===== config.mk =====
export PLATFORM = sky130hd
export DESIGN_NAME = csc_speed_ctrl
export DESIGN_NICKNAME = d
export VERILOG_FILES = /design/src/include/csc_pkg.sv /design/src/hw/csc_tick_div.sv /design/src/hw/csc_speed_ctrl.sv
export SDC_FILE = /design/constraint.sdc
export NUM_CORES = 1
export LEC_CHECK = 0
export BUFFER_PORTS_ARGS = -buffer_cell sky130_fd_sc_hd__buf_2
export CELL_PAD_IN_SITES_DETAIL_PLACEMENT = 1
export CELL_PAD_IN_SITES_GLOBAL_PLACEMENT = 1
export CORE_MARGIN = 5
export CORE_UTILIZATION = 45
export DETAILED_ROUTE_END_ITERATION = 8
export PLACE_DENSITY = 0.84
export SLEW_MARGIN = 20
export SYNTH_ARGS = -nofsm -noshare
export SYNTH_HDL_FRONTEND = slang
export SYNTH_HIERARCHICAL = 1
export SYNTH_SLANG_ARGS = --single-unit
export TNS_END_PERCENT = 100

===== constraint.sdc =====
create_clock -name ref_clk -period 4.2 [get_ports ref_clk]
set_input_delay 0.21 -clock ref_clk [delete_from_list [all_inputs] [get_ports ref_clk]]
set_output_delay 0.21 -clock ref_clk [all_outputs]
set_load 0.02 [all_outputs]

===== src/include/csc_pkg.sv =====
// constants, types and register map of the cpu core speed control
package csc_pkg;

  // ----------------------------------------------------------------
  // register port
  // ----------------------------------------------------------------
  localparam int unsigned ADDR_W = 4;
  localparam int unsigned DATA_W = 16;

  localparam logic [3:0] REG_SPEED     = 4'h0;
  localparam logic [3:0] REG_ISR_SPEED = 4'h1;
  localparam logic [3:0] REG_PLL       = 4'h2;
  localparam logic [3:0] REG_STATUS    = 4'h3;

  // ----------------------------------------------------------------
  // field positions
  // ----------------------------------------------------------------
  localparam int unsigned F_DIV_LSB  = 0;
  localparam int unsigned F_SRC_LSB  = 8;
  localparam int unsigned F_OSC_OFF  = 10;
  localparam int unsigned F_PLL_OFF  = 11;
  localparam int unsigned F_AUTO     = 15;
  localparam int unsigned F_PRE_LSB  = 0;
  localparam int unsigned F_MULT_LSB = 4;
  localparam int unsigned F_POST_LSB = 12;
  localparam int unsigned F_READY    = 12;
  localparam int unsigned F_IN_ISR   = 13;
  localparam int unsigned F_PEND     = 14;
  localparam int unsigned F_HELD     = 15;

  // ----------------------------------------------------------------
  // reset values and timing
  // ----------------------------------------------------------------
  localparam logic [15:0] RST_SPEED     = 16'h0000;
  localparam logic [15:0] RST_ISR_SPEED = 16'h0000;
  // pre 1, multiplier 50, post 1
  localparam logic [15:0] RST_PLL       = 16'h1321;

  localparam int unsigned DIV_MAX     = 128;
  localparam int unsigned DIV_W       = 7;
  localparam int unsigned SYNC_STAGES = 3;
  localparam int unsigned PLL_REF_KHZ = 2000;
  localparam int unsigned PLL_OUT_KHZ = 100000;
  localparam int unsigned CLK_PERIOD_NS = 10;

  typedef enum logic [1:0] {SRC_MAIN, SRC_RTC, SRC_PLL, SRC_NONE} csc_src_t;

  typedef struct packed {
    logic             pll_off;
    logic             osc_off;
    csc_src_t         src;
    logic [DIV_W-1:0] div_m1;
  } csc_speed_t;

  typedef enum logic {ST_RUN, ST_HOLD} csc_state_t;

endpackage : csc_pkg


===== src/hw/csc_tick_div.sv =====
// core clock enable divider that changes period only at a wrap
`timescale 1ns/1ns
module csc_tick_div
#(
  parameter int unsigned DIV_W = 7
)
(
  input  wire logic             ref_clk,
  input  wire logic             rst,
  input  wire logic             run,
  input  wire logic [DIV_W-1:0] div_m1,
  output logic                  tick
);

  logic [DIV_W-1:0] cnt_reg;
  logic [DIV_W-1:0] cnt_next;
  logic             tick_reg;
  logic             tick_next;

  if (DIV_W < 1 || DIV_W > 16)
  begin : g_bad_width
    $error("csc_tick_div: DIV_W out of range");
  end

  // ----------------------------------------------------------------
  // counter
  // ----------------------------------------------------------------
  // the divisor is only sampled at the wrap, so a running period is
  // never cut short when software picks a new one
  always_comb
  begin
    cnt_next  = cnt_reg;
    tick_next = 1'b0;
    if (run)
    begin
      if (cnt_reg == '0)
      begin
        tick_next = 1'b1;
        cnt_next  = div_m1;
      end
      else
      begin
        cnt_next = cnt_reg - 1'b1;
      end
    end
  end

  always_ff @(posedge ref_clk)
  begin
    if (rst)
    begin
      cnt_reg  <= '0;
      tick_reg <= 1'b0;
    end
    else
    begin
      cnt_reg  <= cnt_next;
      tick_reg <= tick_next;
    end
  end

  assign tick = tick_reg;

endmodule : csc_tick_div


===== src/hw/csc_speed_ctrl.sv =====
// cpu core clock source and speed control with automatic isr speed
//
// Notes on behaviour
// RULE1: core clock divisor is programmable over every value from 1 to 128.
// RULE2: divisor gates only the core clock; timers keep the undivided clock.
// RULE3: speed setting selects main oscillator, real-time oscillator or pll.
// RULE4: speed setting can disable the main oscillator or the pll.
// RULE5: speed setting completes at the old divisor; new one applies later.
// RULE6: core speed changes automatically on isr entry and on isr return.
// RULE7: pll has pre and post dividers; 2 MHz input gives 100 MHz.
// RULE8: switches never shorten clock phases; core clock held until stable.
//
// Decided for this implementation: the register offsets and strobed register access.
`timescale 1ns/1ns
module csc_speed_ctrl
  import csc_pkg::*;
(
  input  wire logic                       ref_clk,
  input  wire logic                       rst,
  input  wire logic [csc_pkg::ADDR_W-1:0] addr,
  input  wire logic [csc_pkg::DATA_W-1:0] wr_data,
  input  wire logic                       wr_en,
  input  wire logic                       rd_en,
  output logic      [csc_pkg::DATA_W-1:0] rd_data,
  input  wire logic                       main_osc_stable,
  input  wire logic                       realtime_osc_stable,
  input  wire logic                       pll_lock,
  input  wire logic                       isr_enter,
  input  wire logic                       isr_return,
  output logic                            core_clk_en,
  output logic                            timer_clk_en,
  output csc_pkg::csc_src_t               clk_src_sel,
  output logic                            main_osc_en,
  output logic                            pll_en,
  output logic      [3:0]                 pll_pre_div,
  output logic      [7:0]                 pll_mult,
  output logic      [3:0]                 pll_post_div,
  output logic                            core_clk_held
);

  import csc_pkg::*;

  // ----------------------------------------------------------------
  // decoding helpers
  // ----------------------------------------------------------------
  function automatic csc_speed_t to_speed(input logic [15:0] w);
    csc_speed_t s;
    s.div_m1  = w[F_DIV_LSB +: DIV_W];
    s.src     = csc_src_t'(w[F_SRC_LSB +: 2]);
    s.osc_off = w[F_OSC_OFF];
    s.pll_off = w[F_PLL_OFF];
    return s;
  endfunction : to_speed

  function automatic logic [15:0] from_speed(input csc_speed_t s);
    logic [15:0] w;
    w = 16'h0000;
    w[F_DIV_LSB +: DIV_W] = s.div_m1;
    w[F_SRC_LSB +: 2]     = s.src;
    w[F_OSC_OFF]          = s.osc_off;
    w[F_PLL_OFF]          = s.pll_off;
    return w;
  endfunction : from_speed

  // the pll runs from the main oscillator, so it needs both enabled
  function automatic logic src_ok(input csc_speed_t s,
                                  input logic [2:0] st);
    logic ok;
    ok = 1'b0;
    case (s.src)
      SRC_MAIN: ok = st[0] && !s.osc_off;
      SRC_RTC:  ok = st[1];
      SRC_PLL:  ok = st[2] && !s.osc_off && !s.pll_off;
      default:  ok = 1'b0;
    endcase
    return ok;
  endfunction : src_ok

  // ----------------------------------------------------------------
  // pin synchronisers
  // ----------------------------------------------------------------
  logic [2:0] pin_in;
  logic [2:0] stable_reg;
  logic [2:0] stable_next;

  assign pin_in = {pll_lock, realtime_osc_stable, main_osc_stable};

  for (genvar i = 0; i < 3; i++)
  begin : g_sync
    logic [SYNC_STAGES-1:0] sh_reg;
    always_ff @(posedge ref_clk)
    begin
      if (rst)
        sh_reg <= '0;
      else
        sh_reg <= {sh_reg[SYNC_STAGES-2:0], pin_in[i]};
    end
    always_comb
    begin
      stable_next[i] = stable_reg[i];
      if (sh_reg[1] == sh_reg[2])
        stable_next[i] = sh_reg[2];
    end
  end

  // ----------------------------------------------------------------
  // control state
  // ----------------------------------------------------------------
  csc_speed_t  speed_reg,    speed_next;
  csc_speed_t  isr_reg,      isr_next;
  logic        auto_reg,     auto_next;
  logic [15:0] pll_reg,      pll_next;
  csc_speed_t  active_reg,   active_next;
  csc_speed_t  pend_reg,     pend_next;
  logic        pend_vld_reg, pend_vld_next;
  logic        in_isr_reg,   in_isr_next;
  csc_state_t  state_reg,    state_next;
  logic [15:0] rd_reg,       rd_next;
  logic        osc_en_reg,   pll_en_reg;
  logic        held_reg,     timer_reg;
  logic        ready;
  logic        run;
  logic        apply;
  logic        wr_speed;

  assign ready    = src_ok(active_reg, stable_reg);
  assign run      = (state_reg == ST_RUN) && ready;                 // RULE8
  // a pending setting lands after the current core period ends, or at once in ST_HOLD
  assign apply    = pend_vld_reg && (core_clk_en || state_reg == ST_HOLD);
  assign wr_speed = wr_en && addr == REG_SPEED;

  always_comb
  begin
    speed_next    = speed_reg;
    isr_next      = isr_reg;
    auto_next     = auto_reg;
    pll_next      = pll_reg;
    active_next   = active_reg;
    pend_next     = pend_reg;
    pend_vld_next = pend_vld_reg;
    in_isr_next   = in_isr_reg;
    state_next    = state_reg;
    rd_next       = 16'h0000;
    if (apply)
    begin
      active_next   = pend_reg;                                     // RULE5
      pend_vld_next = 1'b0;
    end
    if (wr_en)
    begin
      case (addr)
        REG_SPEED:
        begin
          speed_next = to_speed(wr_data);                  // RULE1 RULE3 RULE4
          if (!in_isr_reg)
          begin
            pend_next     = speed_next;                             // RULE5
            pend_vld_next = 1'b1;
          end
        end
        REG_ISR_SPEED:
        begin
          isr_next  = to_speed(wr_data);
          auto_next = wr_data[F_AUTO];
        end
        REG_PLL: pll_next = wr_data;                                // RULE7
        default: ;
      endcase
    end
    // later events override earlier ones so a new setting is never lost
    if (isr_enter && auto_reg && !in_isr_reg)
    begin
      pend_next     = isr_reg;                                      // RULE6
      pend_vld_next = 1'b1;
      in_isr_next   = 1'b1;
    end
    else if (isr_return && in_isr_reg)
    begin
      pend_next     = speed_next;                                   // RULE6
      pend_vld_next = 1'b1;
      in_isr_next   = 1'b0;
    end
    case (state_reg)
      ST_RUN:  if (!ready) state_next = ST_HOLD;                    // RULE8
      ST_HOLD: if (ready && !apply) state_next = ST_RUN;
      default: state_next = ST_HOLD;
    endcase
    if (rd_en)
    begin
      case (addr)
        REG_SPEED:     rd_next = from_speed(speed_reg);
        REG_ISR_SPEED:
        begin
          rd_next         = from_speed(isr_reg);
          rd_next[F_AUTO] = auto_reg;
        end
        REG_PLL:       rd_next = pll_reg;
        REG_STATUS:
        begin
          rd_next           = from_speed(active_reg);
          rd_next[F_READY]  = ready;
          rd_next[F_IN_ISR] = in_isr_reg;
          rd_next[F_PEND]   = pend_vld_reg;
          rd_next[F_HELD]   = held_reg;
        end
        default:       rd_next = 16'h0000;
      endcase
    end
  end

  always_ff @(posedge ref_clk)
  begin
    if (rst)
    begin
      speed_reg    <= to_speed(RST_SPEED);
      isr_reg      <= to_speed(RST_ISR_SPEED);
      auto_reg     <= RST_ISR_SPEED[F_AUTO];
      pll_reg      <= RST_PLL;
      active_reg   <= to_speed(RST_SPEED);
      pend_reg     <= to_speed(RST_SPEED);
      pend_vld_reg <= 1'b0;
      in_isr_reg   <= 1'b0;
      state_reg    <= ST_HOLD;
      rd_reg       <= 16'h0000;
      stable_reg   <= 3'h0;
      osc_en_reg   <= 1'b1;
      pll_en_reg   <= 1'b1;
      held_reg     <= 1'b1;
      timer_reg    <= 1'b0;
    end
    else
    begin
      speed_reg    <= speed_next;
      isr_reg      <= isr_next;
      auto_reg     <= auto_next;
      pll_reg      <= pll_next;
      active_reg   <= active_next;
      pend_reg     <= pend_next;
      pend_vld_reg <= pend_vld_next;
      in_isr_reg   <= in_isr_next;
      state_reg    <= state_next;
      rd_reg       <= rd_next;
      stable_reg   <= stable_next;
      osc_en_reg   <= !active_next.osc_off;                         // RULE4
      pll_en_reg   <= !active_next.pll_off;                         // RULE4
      held_reg     <= (state_next == ST_HOLD);
      timer_reg    <= 1'b1;                                         // RULE2
    end
  end

  // ----------------------------------------------------------------
  // divider and outputs
  // ----------------------------------------------------------------
  csc_tick_div #(.DIV_W(DIV_W)) u_div (
    .ref_clk (ref_clk),
    .rst     (rst),
    .run     (run),
    .div_m1  (active_reg.div_m1),                                   // RULE1
    .tick    (core_clk_en)
  );

  assign rd_data       = rd_reg;
  assign timer_clk_en  = timer_reg;                                 // RULE2
  assign clk_src_sel   = active_reg.src;                            // RULE3
  assign main_osc_en   = osc_en_reg;
  assign pll_en        = pll_en_reg;
  assign pll_pre_div   = pll_reg[F_PRE_LSB +: 4];                   // RULE7
  assign pll_mult      = pll_reg[F_MULT_LSB +: 8];
  assign pll_post_div  = pll_reg[F_POST_LSB +: 4];
  assign core_clk_held = held_reg;

  // ----------------------------------------------------------------
  // checks
  // ----------------------------------------------------------------
  logic [7:0] gap_reg;
  logic [7:0] gap_next;

  always_comb
  begin
    gap_next = gap_reg;
    if (core_clk_en || !run)
      gap_next = 8'h00;
    else if (gap_reg != 8'hFF)
      gap_next = gap_reg + 8'h01;
  end

  always_ff @(posedge ref_clk)
  begin
    if (rst)
      gap_reg <= 8'h00;
    else
      gap_reg <= gap_next;
  end
endmodule : csc_speed_ctrl


==> results of run 1 <==
## worst max-delay path, cell delays in order (launching register included)
cell,delay [ns]
sky130_fd_sc_hd__dfxtp_1,0.40
sky130_fd_sc_hd__nand2_1,0.07
sky130_fd_sc_hd__o2bb2ai_1,0.14
sky130_fd_sc_hd__a32oi_1,0.11
sky130_fd_sc_hd__nor2_1,0.47
sky130_fd_sc_hd__nor4b_1,0.71
sky130_fd_sc_hd__a221o_1,0.27
sky130_fd_sc_hd__o211a_1,0.13
## power by group through the flow
stage	Sequential [mW]	Clock [mW]	Combinational, mW
floorplan	1.02	0	0.0537
global placement	1.02	0	0.0964
detailed placement	1.02	0	0.0993
CTS	0.998	0.658	0.0997
global route	1.00	0.702	0.109
finish	0.998	0.643	0.100
## cell type report
type | instances | area (um^2) | share of cell area [%]
inverter | 8 | 30.0 | 0.622
sequential | 103 | 2060 | 42.7
multi-input combinational | 337 | 1990 | 41.3
clock buffer | 9 | 124 | 2.57
clock inverter | 7 | 77.6 | 1.61
timing repair buffer | 73 | 380 | 7.88
tap | 129 | 161 | 3.34
## cell families after synthesis
| kind of cell | after synthesis | synth area share (%) |
|---|---|---|
| mux | 4 | 0.971 |
| buf+inv | 45 | 4.86 |
| fa+ha+maj | 2 | 0.588 |
| compound gates | 142 | 23.6 |
| flops | 103 | 48.5 |
| simple gates | 189 | 21.5 |
## cells in the mapped netlist (8+ instances only)
library cell / count
sky130_fd_sc_hd__nor2_1: 24
sky130_fd_sc_hd__a21oi_1: 69
sky130_fd_sc_hd__nor2b_1: 12
sky130_fd_sc_hd__buf_2: 9
sky130_fd_sc_hd__nand3_1: 20
sky130_fd_sc_hd__clkbuf_1: 20
sky130_fd_sc_hd__a211oi_2: 9
sky130_fd_sc_hd__inv_1: 8
sky130_fd_sc_hd__nand2_1: 107
sky130_fd_sc_hd__o211ai_1: 11
sky130_fd_sc_hd__dfxtp_1: 103
sky130_fd_sc_hd__a222oi_1: 12
sky130_fd_sc_hd__a211o_1: 12
## metrics by stage
step | setup WS [ns] | instance area (um^2) | util, % | instances | power [mW]
2_1_floorplan | 2.50 | 4250 | - | 485 | 1.08
3_3_place_gp | 2.11 | 4630 | 50.1 | 650 | 1.12
3_5_place_dp | 1.96 | 4630 | 50.1 | 650 | 1.12
4_1_cts | 1.94 | 4830 | 52.2 | 666 | 1.76
5_1_grt | 1.72 | 4830 | 52.2 | 666 | 1.81
6_report | 1.86 | 4830 | 52.2 | 666 | 1.74
## worst max-delay path by stage
stage | startpoint | to | slack, ns | cells past startpoint
2_1_floorplan | clk_src_sel[1] | u_div/cnt_reg[5] | 2.50 | 8
3_3_place_gp | addr[1] | pend_reg[1] | 2.11 | 6
3_5_place_dp | clk_src_sel[1] | u_div/cnt_reg[5] | 1.96 | 7
4_1_cts | clk_src_sel[1] | u_div/cnt_reg[5] | 1.94 | 7
5_1_grt | clk_src_sel[1] | u_div/cnt_reg[5] | 1.72 | 7
6_report | clk_src_sel[1] | u_div/cnt_reg[5] | 1.86 | 7
## per-layer routing
layer  track usage (%)  vias up
met2              38.0      105
met1              29.6     1866
met4              6.12        0
li1                  -     1809
met3              4.64       11
met5                 0        -
==> impl_metrics.prom, run 1 <==
# TYPE chip_impl_metric gauge
chip_impl_metric{name="clockPowerShare",unit="%"} 36.9
chip_impl_metric{name="clkSlewWorstSetupHoldPaths",unit="ns"} 0.10
chip_impl_metric{name="fmax",unit="GHz"} 0.427
chip_impl_metric{name="io_buffers",unit=""} 67
chip_impl_metric{name="clk_latency",unit="ns"} 0.37
chip_impl_metric{name="filler_cell_count",unit=""} 1138
chip_impl_metric{name="grt_max_degree",unit=""} 71
chip_impl_metric{name="synth.avg_cell_area",unit="um^2"} 8.77
chip_impl_metric{name="gp_congestion",unit=""} 0.791
chip_impl_info{name="hold_path.startpoint",value="main_osc_stable"} 1
chip_impl_metric{name="total_negative_setup_slack",unit="ns"} 0
chip_impl_metric{name="worst_clock_skew",unit="ns"} 0.00983
chip_impl_metric{name="r2r_setup_slack",unit="ns"} 1.86
chip_impl_info{name="cts_tree",value="yes"} 1
chip_impl_metric{name="worst_hold_path.num_cells",unit=""} 2
chip_impl_metric{name="post_synth_num_cell_types",unit=""} 53
chip_impl_info{name="hold_path_class",value="in -> reg"} 1
chip_impl_metric{name="cts_inserted_buffers",unit=""} 9
chip_impl_metric{name="hpwlAfterDp",unit="mm"} 8.68
chip_impl_metric{name="power_switching",unit="mW"} 0.438
chip_impl_info{name="timing.critical_path.from_type",value="register"} 1
chip_impl_info{name="regToRegEndpoint",value="u_div/cnt_reg[5]"} 1
chip_impl_info{name="holdPathEnd",value="g_sync[0].sh_reg[0]"} 1
chip_impl_info{name="mostFrequentLayoutCells",value="107 x sky130_fd_sc_hd__nand2_1, 103 x sky130_fd_sc_hd__dfxtp_1, 69 x sky130_fd_sc_hd__a21oi_1, 67 x sky130_fd_sc_hd__buf_2, 24 x sky130_fd_sc_hd__nor2_1"} 1
chip_impl_metric{name="chipWidth",unit="um"} 107
chip_impl_metric{name="routed_wl",unit="mm"} 12.7
chip_impl_info{name="ys.flop_type",value="sky130_fd_sc_hd__dfxtp_1"} 1
chip_impl_metric{name="global_route.usage.total",unit="%"} 22.6
chip_impl_metric{name="required",unit="ns"} 4.53
chip_impl_info{name="criticalPathCategory",value="reg -> reg"} 1
chip_impl_metric{name="core_area",unit="um^2"} 9240
chip_impl_metric{name="power_switching_share",unit="%"} 25.1
chip_impl_metric{name="cts.repair.resized",unit=""} 0
chip_impl_metric{name="layout.nets",unit=""} 563
chip_impl_metric{name="min_period_over_period",unit="%"} 55.8
chip_impl_metric{name="seqPwrFrac",unit="%"} 57.3
chip_impl_metric{name="i_o_pin_cnt",unit=""} 68
chip_impl_metric{name="synth_area",unit="um^2"} 4250
chip_impl_metric{name="first_global_vias",unit=""} 3904
chip_impl_metric{name="route.layer.met1.wl",unit="mm"} 5.66
chip_impl_metric{name="yosys_register_bits",unit=""} 103
chip_impl_metric{name="clock_tree.buffer_depth",unit=""} 2
chip_impl_metric{name="grt_antenna_before_repair",unit=""} 0
chip_impl_metric{name="drtAntennaViolNets",unit=""} 0
chip_impl_metric{name="internal_power",unit="mW"} 1.30
chip_impl_metric{name="wl_met2",unit="mm"} 6.26
chip_impl_metric{name="drt-pass1-iter-count",unit=""} 5
chip_impl_metric{name="synth_edf_count",unit=""} 0
chip_impl_info{name="ff_to_ff_start",value="clk_src_sel[1]"} 1
chip_impl_info{name="yosys-top-cells-area",value="sky130_fd_sc_hd__dfxtp_1 48%, sky130_fd_sc_hd__nand2_1 9.4%, sky130_fd_sc_hd__a21oi_1 8.1%"} 1
chip_impl_metric{name="cts_max_level",unit=""} 3
chip_impl_metric{name="tritoncts_num_sinks",unit=""} 103
chip_impl_metric{name="initial_util",unit="%"} 46.0
chip_impl_metric{name="gr-total-overflow",unit=""} 0
chip_impl_metric{name="cell_leakage_power",unit="nW"} 1.75
chip_impl_metric{name="vias",unit=""} 3791
chip_impl_metric{name="initialDrtViolationCount",unit=""} 368
chip_impl_metric{name="r2r.worst_path.cells",unit=""} 7
chip_impl_metric{name="final_hold_viol_count",unit=""} 0
chip_impl_metric{name="share_comb_of_total_power",unit="%"} 5.8
chip_impl_metric{name="num_rows",unit=""} 35
chip_impl_metric{name="chipHeight",unit="um"} 107
chip_impl_metric{name="seq_area_frac_synth",unit="%"} 48.5
chip_impl_metric{name="drive_above_1_share",unit="%"} 20.9
chip_impl_metric{name="finalSetupViolCount",unit=""} 0
chip_impl_metric{name="syn-instance-count",unit=""} 485
chip_impl_metric{name="antenna-diode-count",unit=""} 0
chip_impl_metric{name="maxCapViolCount",unit=""} 0
chip_impl_metric{name="post-route-drc-count",unit=""} 0
chip_impl_info{name="synthDominantAreaCellType",value="sky130_fd_sc_hd__dfxtp_1"} 1
chip_impl_metric{name="highest_fanout_seen_on_the_critical_path",unit=""} 9
chip_impl_metric{name="worst_slew_pin_slew",unit="ns"} 0.897
chip_impl_metric{name="yosys_warnings",unit=""} 6
chip_impl_metric{name="timing.slew.headroom",unit="%"} 40.0
chip_impl_metric{name="cts_hold_buffers",unit=""} 0
chip_impl_metric{name="area_delta_synth_final",unit="%"} 13.5
chip_impl_info{name="cts_root_buf",value="sky130_fd_sc_hd__clkbuf_8"} 1
chip_impl_metric{name="post_drt_wl_per_cell",unit="um"} 19.1
chip_impl_metric{name="post_drt_via_cell_ratio",unit=""} 5.69
chip_impl_metric{name="layout_min_cycle_time",unit="ns"} 2.34
chip_impl_metric{name="mappedNetlistNets",unit=""} 516
chip_impl_metric{name="postSynth.asyncResetShare",unit="%"} 0
chip_impl_metric{name="synth_top_cell_area_share",unit="%"} 48.5
chip_impl_info{name="maxUsedRoutingLayer",value="met4"} 1
chip_impl_metric{name="grt_first_pass_wirelength",unit="mm"} 20.6
chip_impl_metric{name="total_power_density_per_cell_area",unit="nW/um^2"} 361
chip_impl_info{name="cp-end-kind",value="register"} 1
chip_impl_metric{name="wl_met3",unit="um"} 686
chip_impl_info{name="rsz0062_at_grt",value="false"} 1
chip_impl_metric{name="post-cts-setup-buffer-count",unit=""} 0
chip_impl_metric{name="dieArea",unit="um^2"} 11500
chip_impl_metric{name="hold_ws",unit="ns"} 0.0476
chip_impl_info{name="outcome",value="complete, no violations"} 1
chip_impl_info{name="mostFrequentLayoutCell",value="sky130_fd_sc_hd__nand2_1"} 1
chip_impl_metric{name="timing_max_transition_violations_final",unit=""} 0
chip_impl_metric{name="ir_worst_vdd",unit="mV"} 0.165
chip_impl_metric{name="cp_data_arrival_time",unit="ns"} 2.67
Power figures use the tool's default switching activity.
==> run 2, diff against run 1 <==
Settings changed: ABC_AREA from default to 1, CORE_UTILIZATION 45 to 40, PLACE_DENSITY 0.84 to 0.79.
Clock period 4.2 ns to 2.22 ns, I/O delays scaled along.
==> run 2 against run 1 <==
Area after synthesis grew 3.6%; die area grew 15%; largest power group unchanged; clock skew grew 0.0046 ns; combinational power grew to 2.6 times the previous value; clock-buffer cell count grew 4; final cell count grew 23%; critical path type unchanged; flip-flop and latch count is the same; highest routed layer unchanged; first-iteration DRC count shrank 45%; sequential share of layout area shrank 2.3 points; largest cell class unchanged; via count grew 12%.
==> impl_metrics.prom, run 2 <==
# TYPE chip_impl_metric gauge
chip_impl_info{name="outcome",value="complete, no violations"} 1
chip_impl_info{name="criticalPathCategory",value="reg -> reg"} 1
chip_impl_metric{name="clk_latency",unit="ns"} 0.37
chip_impl_info{name="yosys-top-cells-area",value="sky130_fd_sc_hd__dfxtp_1 47%, sky130_fd_sc_hd__nand2_1 8.8%, sky130_fd_sc_hd__nor2_1 8.5%"} 1
chip_impl_metric{name="worst_hold_path.num_cells",unit=""} 3
chip_impl_metric{name="synth_edf_count",unit=""} 0
chip_impl_info{name="synthDominantAreaCellType",value="sky130_fd_sc_hd__dfxtp_1"} 1
chip_impl_metric{name="cts_max_level",unit=""} 3
chip_impl_info{name="hold_path.startpoint",value="rd_en"} 1
chip_impl_metric{name="clock_tree.buffer_depth",unit=""} 2
chip_impl_metric{name="grt_antenna_before_repair",unit=""} 0
chip_impl_metric{name="i_o_pin_cnt",unit=""} 68
chip_impl_metric{name="tritoncts_num_sinks",unit=""} 103
chip_impl_metric{name="cts.repair.resized",unit=""} 0
chip_impl_info{name="crit_path_cell_chain",value="nand2_1 -> inv_1 -> nor2_1 -> nand2_1 -> nand4_1 -> nor2_1 -> nor2_1"} 1
chip_impl_info{name="timing.critical_path.from_type",value="register"} 1
chip_impl_metric{name="timing_max_transition_violations_final",unit=""} 0
chip_impl_metric{name="p_total",unit="mW"} 3.28
chip_impl_info{name="worst_path_max_delay_cell",value="sky130_fd_sc_hd__dfxtp_1"} 1
chip_impl_metric{name="required",unit="ns"} 2.48
chip_impl_info{name="rsz0062_at_grt",value="false"} 1
chip_impl_metric{name="internal_power",unit="mW"} 2.44
chip_impl_metric{name="path_buf_inv",unit=""} 1
chip_impl_metric{name="fmax",unit="GHz"} 0.529
chip_impl_metric{name="dieArea",unit="um^2"} 13200
chip_impl_metric{name="postSynth.asyncResetShare",unit="%"} 0
chip_impl_metric{name="synth.avg_cell_area",unit="um^2"} 7.23
chip_impl_metric{name="drtAntennaViolNets",unit=""} 0
chip_impl_metric{name="first_global_vias",unit=""} 4517
chip_impl_metric{name="global_route.usage.total",unit="%"} 20.9
chip_impl_info{name="regToRegEndpoint",value="pend_reg[9]"} 1
chip_impl_metric{name="cp_data_arrival_time",unit="ns"} 2.15
chip_impl_metric{name="clkSlewWorstSetupHoldPaths",unit="ns"} 0.10
chip_impl_metric{name="vias",unit=""} 4251
chip_impl_info{name="cp_common_cell",value="sky130_fd_sc_hd__nor2_1"} 1
chip_impl_metric{name="gp_congestion",unit=""} 0.799
chip_impl_metric{name="cts_inserted_buffers",unit=""} 9
chip_impl_metric{name="timing.slew.headroom",unit="%"} 52.0
chip_impl_metric{name="ir_worst_vdd",unit="mV"} 0.252
chip_impl_metric{name="maxCapViolCount",unit=""} 0
chip_impl_metric{name="antenna-diode-count",unit=""} 0
chip_impl_metric{name="multi_input_area",unit="um^2"} 1870
chip_impl_metric{name="post_drt_wl_per_cell",unit="um"} 16.6
chip_impl_metric{name="power_switching",unit="mW"} 0.838
chip_impl_metric{name="chipWidth",unit="um"} 115
chip_impl_metric{name="syn-instance-count",unit=""} 609
chip_impl_info{name="cp-end-kind",value="register"} 1
chip_impl_metric{name="r2r.worst_path.cells",unit=""} 7
chip_impl_info{name="critPathTopFamily",value="simple AND/OR/NAND/NOR gates"} 1
chip_impl_metric{name="synth_top_cell_area_share",unit="%"} 46.8
chip_impl_metric{name="clockPowerShare",unit="%"} 34.3
chip_impl_info{name="hold_path_class",value="in -> reg"} 1
chip_impl_metric{name="drive_above_1_share",unit="%"} 17.3
chip_impl_metric{name="post_route_cell_area",unit="um^2"} 5100
chip_impl_metric{name="area_delta_synth_final",unit="%"} 15.7
chip_impl_metric{name="total_negative_setup_slack",unit="ns"} 0
chip_impl_metric{name="finalSetupViolCount",unit=""} 0
chip_impl_metric{name="num_rows",unit=""} 38
chip_impl_metric{name="routed_wl",unit="mm"} 13.6
chip_impl_info{name="holdPathEnd",value="rd_data[15]"} 1
chip_impl_metric{name="initial_util",unit="%"} 40.8
chip_impl_metric{name="highest_fanout_seen_on_the_critical_path",unit=""} 11
chip_impl_metric{name="slowest_delay",unit="ns"} 0.46
chip_impl_metric{name="hpwlAfterDp",unit="mm"} 9.68
chip_impl_metric{name="yosys_warnings",unit=""} 6
chip_impl_metric{name="power_switching_share",unit="%"} 25.5
chip_impl_metric{name="post_synth_num_cell_types",unit=""} 34
chip_impl_metric{name="grt_first_pass_wirelength",unit="mm"} 21.8
chip_impl_metric{name="mappedNetlistNets",unit=""} 640
chip_impl_info{name="mostFrequentLayoutCells",value="103 x sky130_fd_sc_hd__nand2_1, 103 x sky130_fd_sc_hd__dfxtp_1, 100 x sky130_fd_sc_hd__nor2_1, 74 x sky130_fd_sc_hd__inv_1, 67 x sky130_fd_sc_hd__buf_2"} 1
chip_impl_metric{name="min_period_over_period",unit="%"} 85.1
chip_impl_metric{name="chipHeight",unit="um"} 115
chip_impl_metric{name="seq_area_frac_synth",unit="%"} 46.8
chip_impl_metric{name="io_buffers",unit=""} 67
chip_impl_metric{name="core_area",unit="um^2"} 10800
chip_impl_metric{name="seqPwrFrac",unit="%"} 57.9
chip_impl_metric{name="r2r_setup_slack",unit="ns"} 0.33
chip_impl_metric{name="final_hold_viol_count",unit=""} 0
chip_impl_metric{name="initialDrtViolationCount",unit=""} 203
chip_impl_metric{name="synth_area",unit="um^2"} 4400
chip_impl_info{name="cts_tree",value="yes"} 1
chip_impl_metric{name="share_comb_of_total_power",unit="%"} 7.8
chip_impl_metric{name="post-route-drc-count",unit=""} 0
chip_impl_metric{name="layout_min_cycle_time",unit="ns"} 1.89
chip_impl_metric{name="drt-pass1-iter-count",unit=""} 4
chip_impl_metric{name="ff_latch_area",unit="um^2"} 2060
chip_impl_metric{name="layout.nets",unit=""} 704
chip_impl_metric{name="total_power_density_per_cell_area",unit="nW/um^2"} 644
chip_impl_info{name="synth_common_cells",value="103 x sky130_fd_sc_hd__dfxtp_1, 103 x sky130_fd_sc_hd__nand2_1, 100 x sky130_fd_sc_hd__nor2_1"} 1
chip_impl_info{name="cts_root_buf",value="sky130_fd_sc_hd__clkbuf_8"} 1
chip_impl_metric{name="grt_max_degree",unit=""} 39
chip_impl_metric{name="post_drt_via_cell_ratio",unit=""} 5.20
chip_impl_metric{name="worst_clock_skew",unit="ns"} 0.0144
chip_impl_metric{name="worst_slew_pin_slew",unit="ns"} 0.715
chip_impl_metric{name="yosys_register_bits",unit=""} 103
chip_impl_info{name="ff_to_ff_start",value="in_isr_reg"} 1
chip_impl_metric{name="postPlaceCellArea",unit="um^2"} 4850
chip_impl_metric{name="cell_leakage_power",unit="nW"} 2.21
chip_impl_metric{name="gr-total-overflow",unit=""} 0
chip_impl_info{name="ys.flop_type",value="sky130_fd_sc_hd__dfxtp_1"} 1
chip_impl_metric{name="filler_cell_count",unit=""} 1397
run 2: worst max-delay path by stage:
stage | startpoint | end | slack (ns) | cells after the start
after floorplan | stable_reg[2] | u_div/cnt_reg[5] | 0.74 | 9
after global placement | in_isr_reg | pend_reg[9] | 0.46 | 7
after global routing | stable_reg[2] | u_div/cnt_reg[3] | 0.13 | 10
final | in_isr_reg | pend_reg[9] | 0.33 | 7
after detailed placement | stable_reg[2] | u_div/cnt_reg[3] | 0.36 | 10
after CTS | stable_reg[2] | u_div/cnt_reg[3] | 0.34 | 10
run 2: worst reg2reg max path, stage by stage (launching register included):
cell and delay [ns]:
sky130_fd_sc_hd__dfxtp_1 0.46, sky130_fd_sc_hd__nand2_1 0.26, sky130_fd_sc_hd__inv_1 0.17, sky130_fd_sc_hd__nor2_1 0.10, sky130_fd_sc_hd__nand2_1 0.36, sky130_fd_sc_hd__nand4_1 0.17
sky130_fd_sc_hd__nor2_1 0.21, sky130_fd_sc_hd__nor2_1 0.06
run 2: cells by family after synthesis:
| logic type | share of synthesized area [%] |
|---|---|
| flip-flops | 46.8 |
| XOR/XNOR | 0.199 |
| AND/OR/NAND/NOR | 26.8 |
| AO/OA/AOI/OAI | 14.8 |
| adder cells (fa/ha/maj) | 0.568 |
| buffers and inverters | 10.8 |
run 2: area by class of cell:
cell class / instances / share of cell area [%]
Sequential cell: 103 / 40.5
Inverter: 79 / 5.84
Timing Repair Buffer: 87 / 10.1
Clock inverter: 3 / 0.491
Tap cell: 140 / 3.44
Multi-Input combinational cell: 393 / 36.6
Clock buffer: 13 / 3.12
run 2: power by group through the flow:
stage,sequential (mW),combinational [mW],clock [mW]
after floorplan,1.95,0.136,0
after global placement,1.94,0.240,0
after detailed placement,1.94,0.247,0
after CTS,1.90,0.257,1.15
after global routing,1.91,0.284,1.23
final,1.90,0.257,1.13
run 2: per-stage QoR:
step	hold WS (ns)	util (%)	instances	setup WS [ns]
2_1_floorplan	0.218	-	609	0.737
4_1_cts	0.00980	47.2	818	0.340
3_5_place_dp	0.321	45.0	796	0.356
5_1_grt	0.0427	47.2	818	0.130
3_3_place_gp	0.313	45.0	796	0.458
6_report	0.0160	47.2	818	0.330
run 2: timing repair:
action / 4_1_cts / 5_1_grt
hold endpoints to repair: 6 / 0
hold buffers: 6 / 0
setup buffers: 0 / 0
run 2: per-layer routing:
layer  vias to the layer above  track usage, %  wire length [um]
li1                       2075               -                 -
met1                      2046            24.6              5800
met2                        99            37.1              6650
met3                        31            3.95               660
met4                         0            8.92               459
met5                         -               0                 0
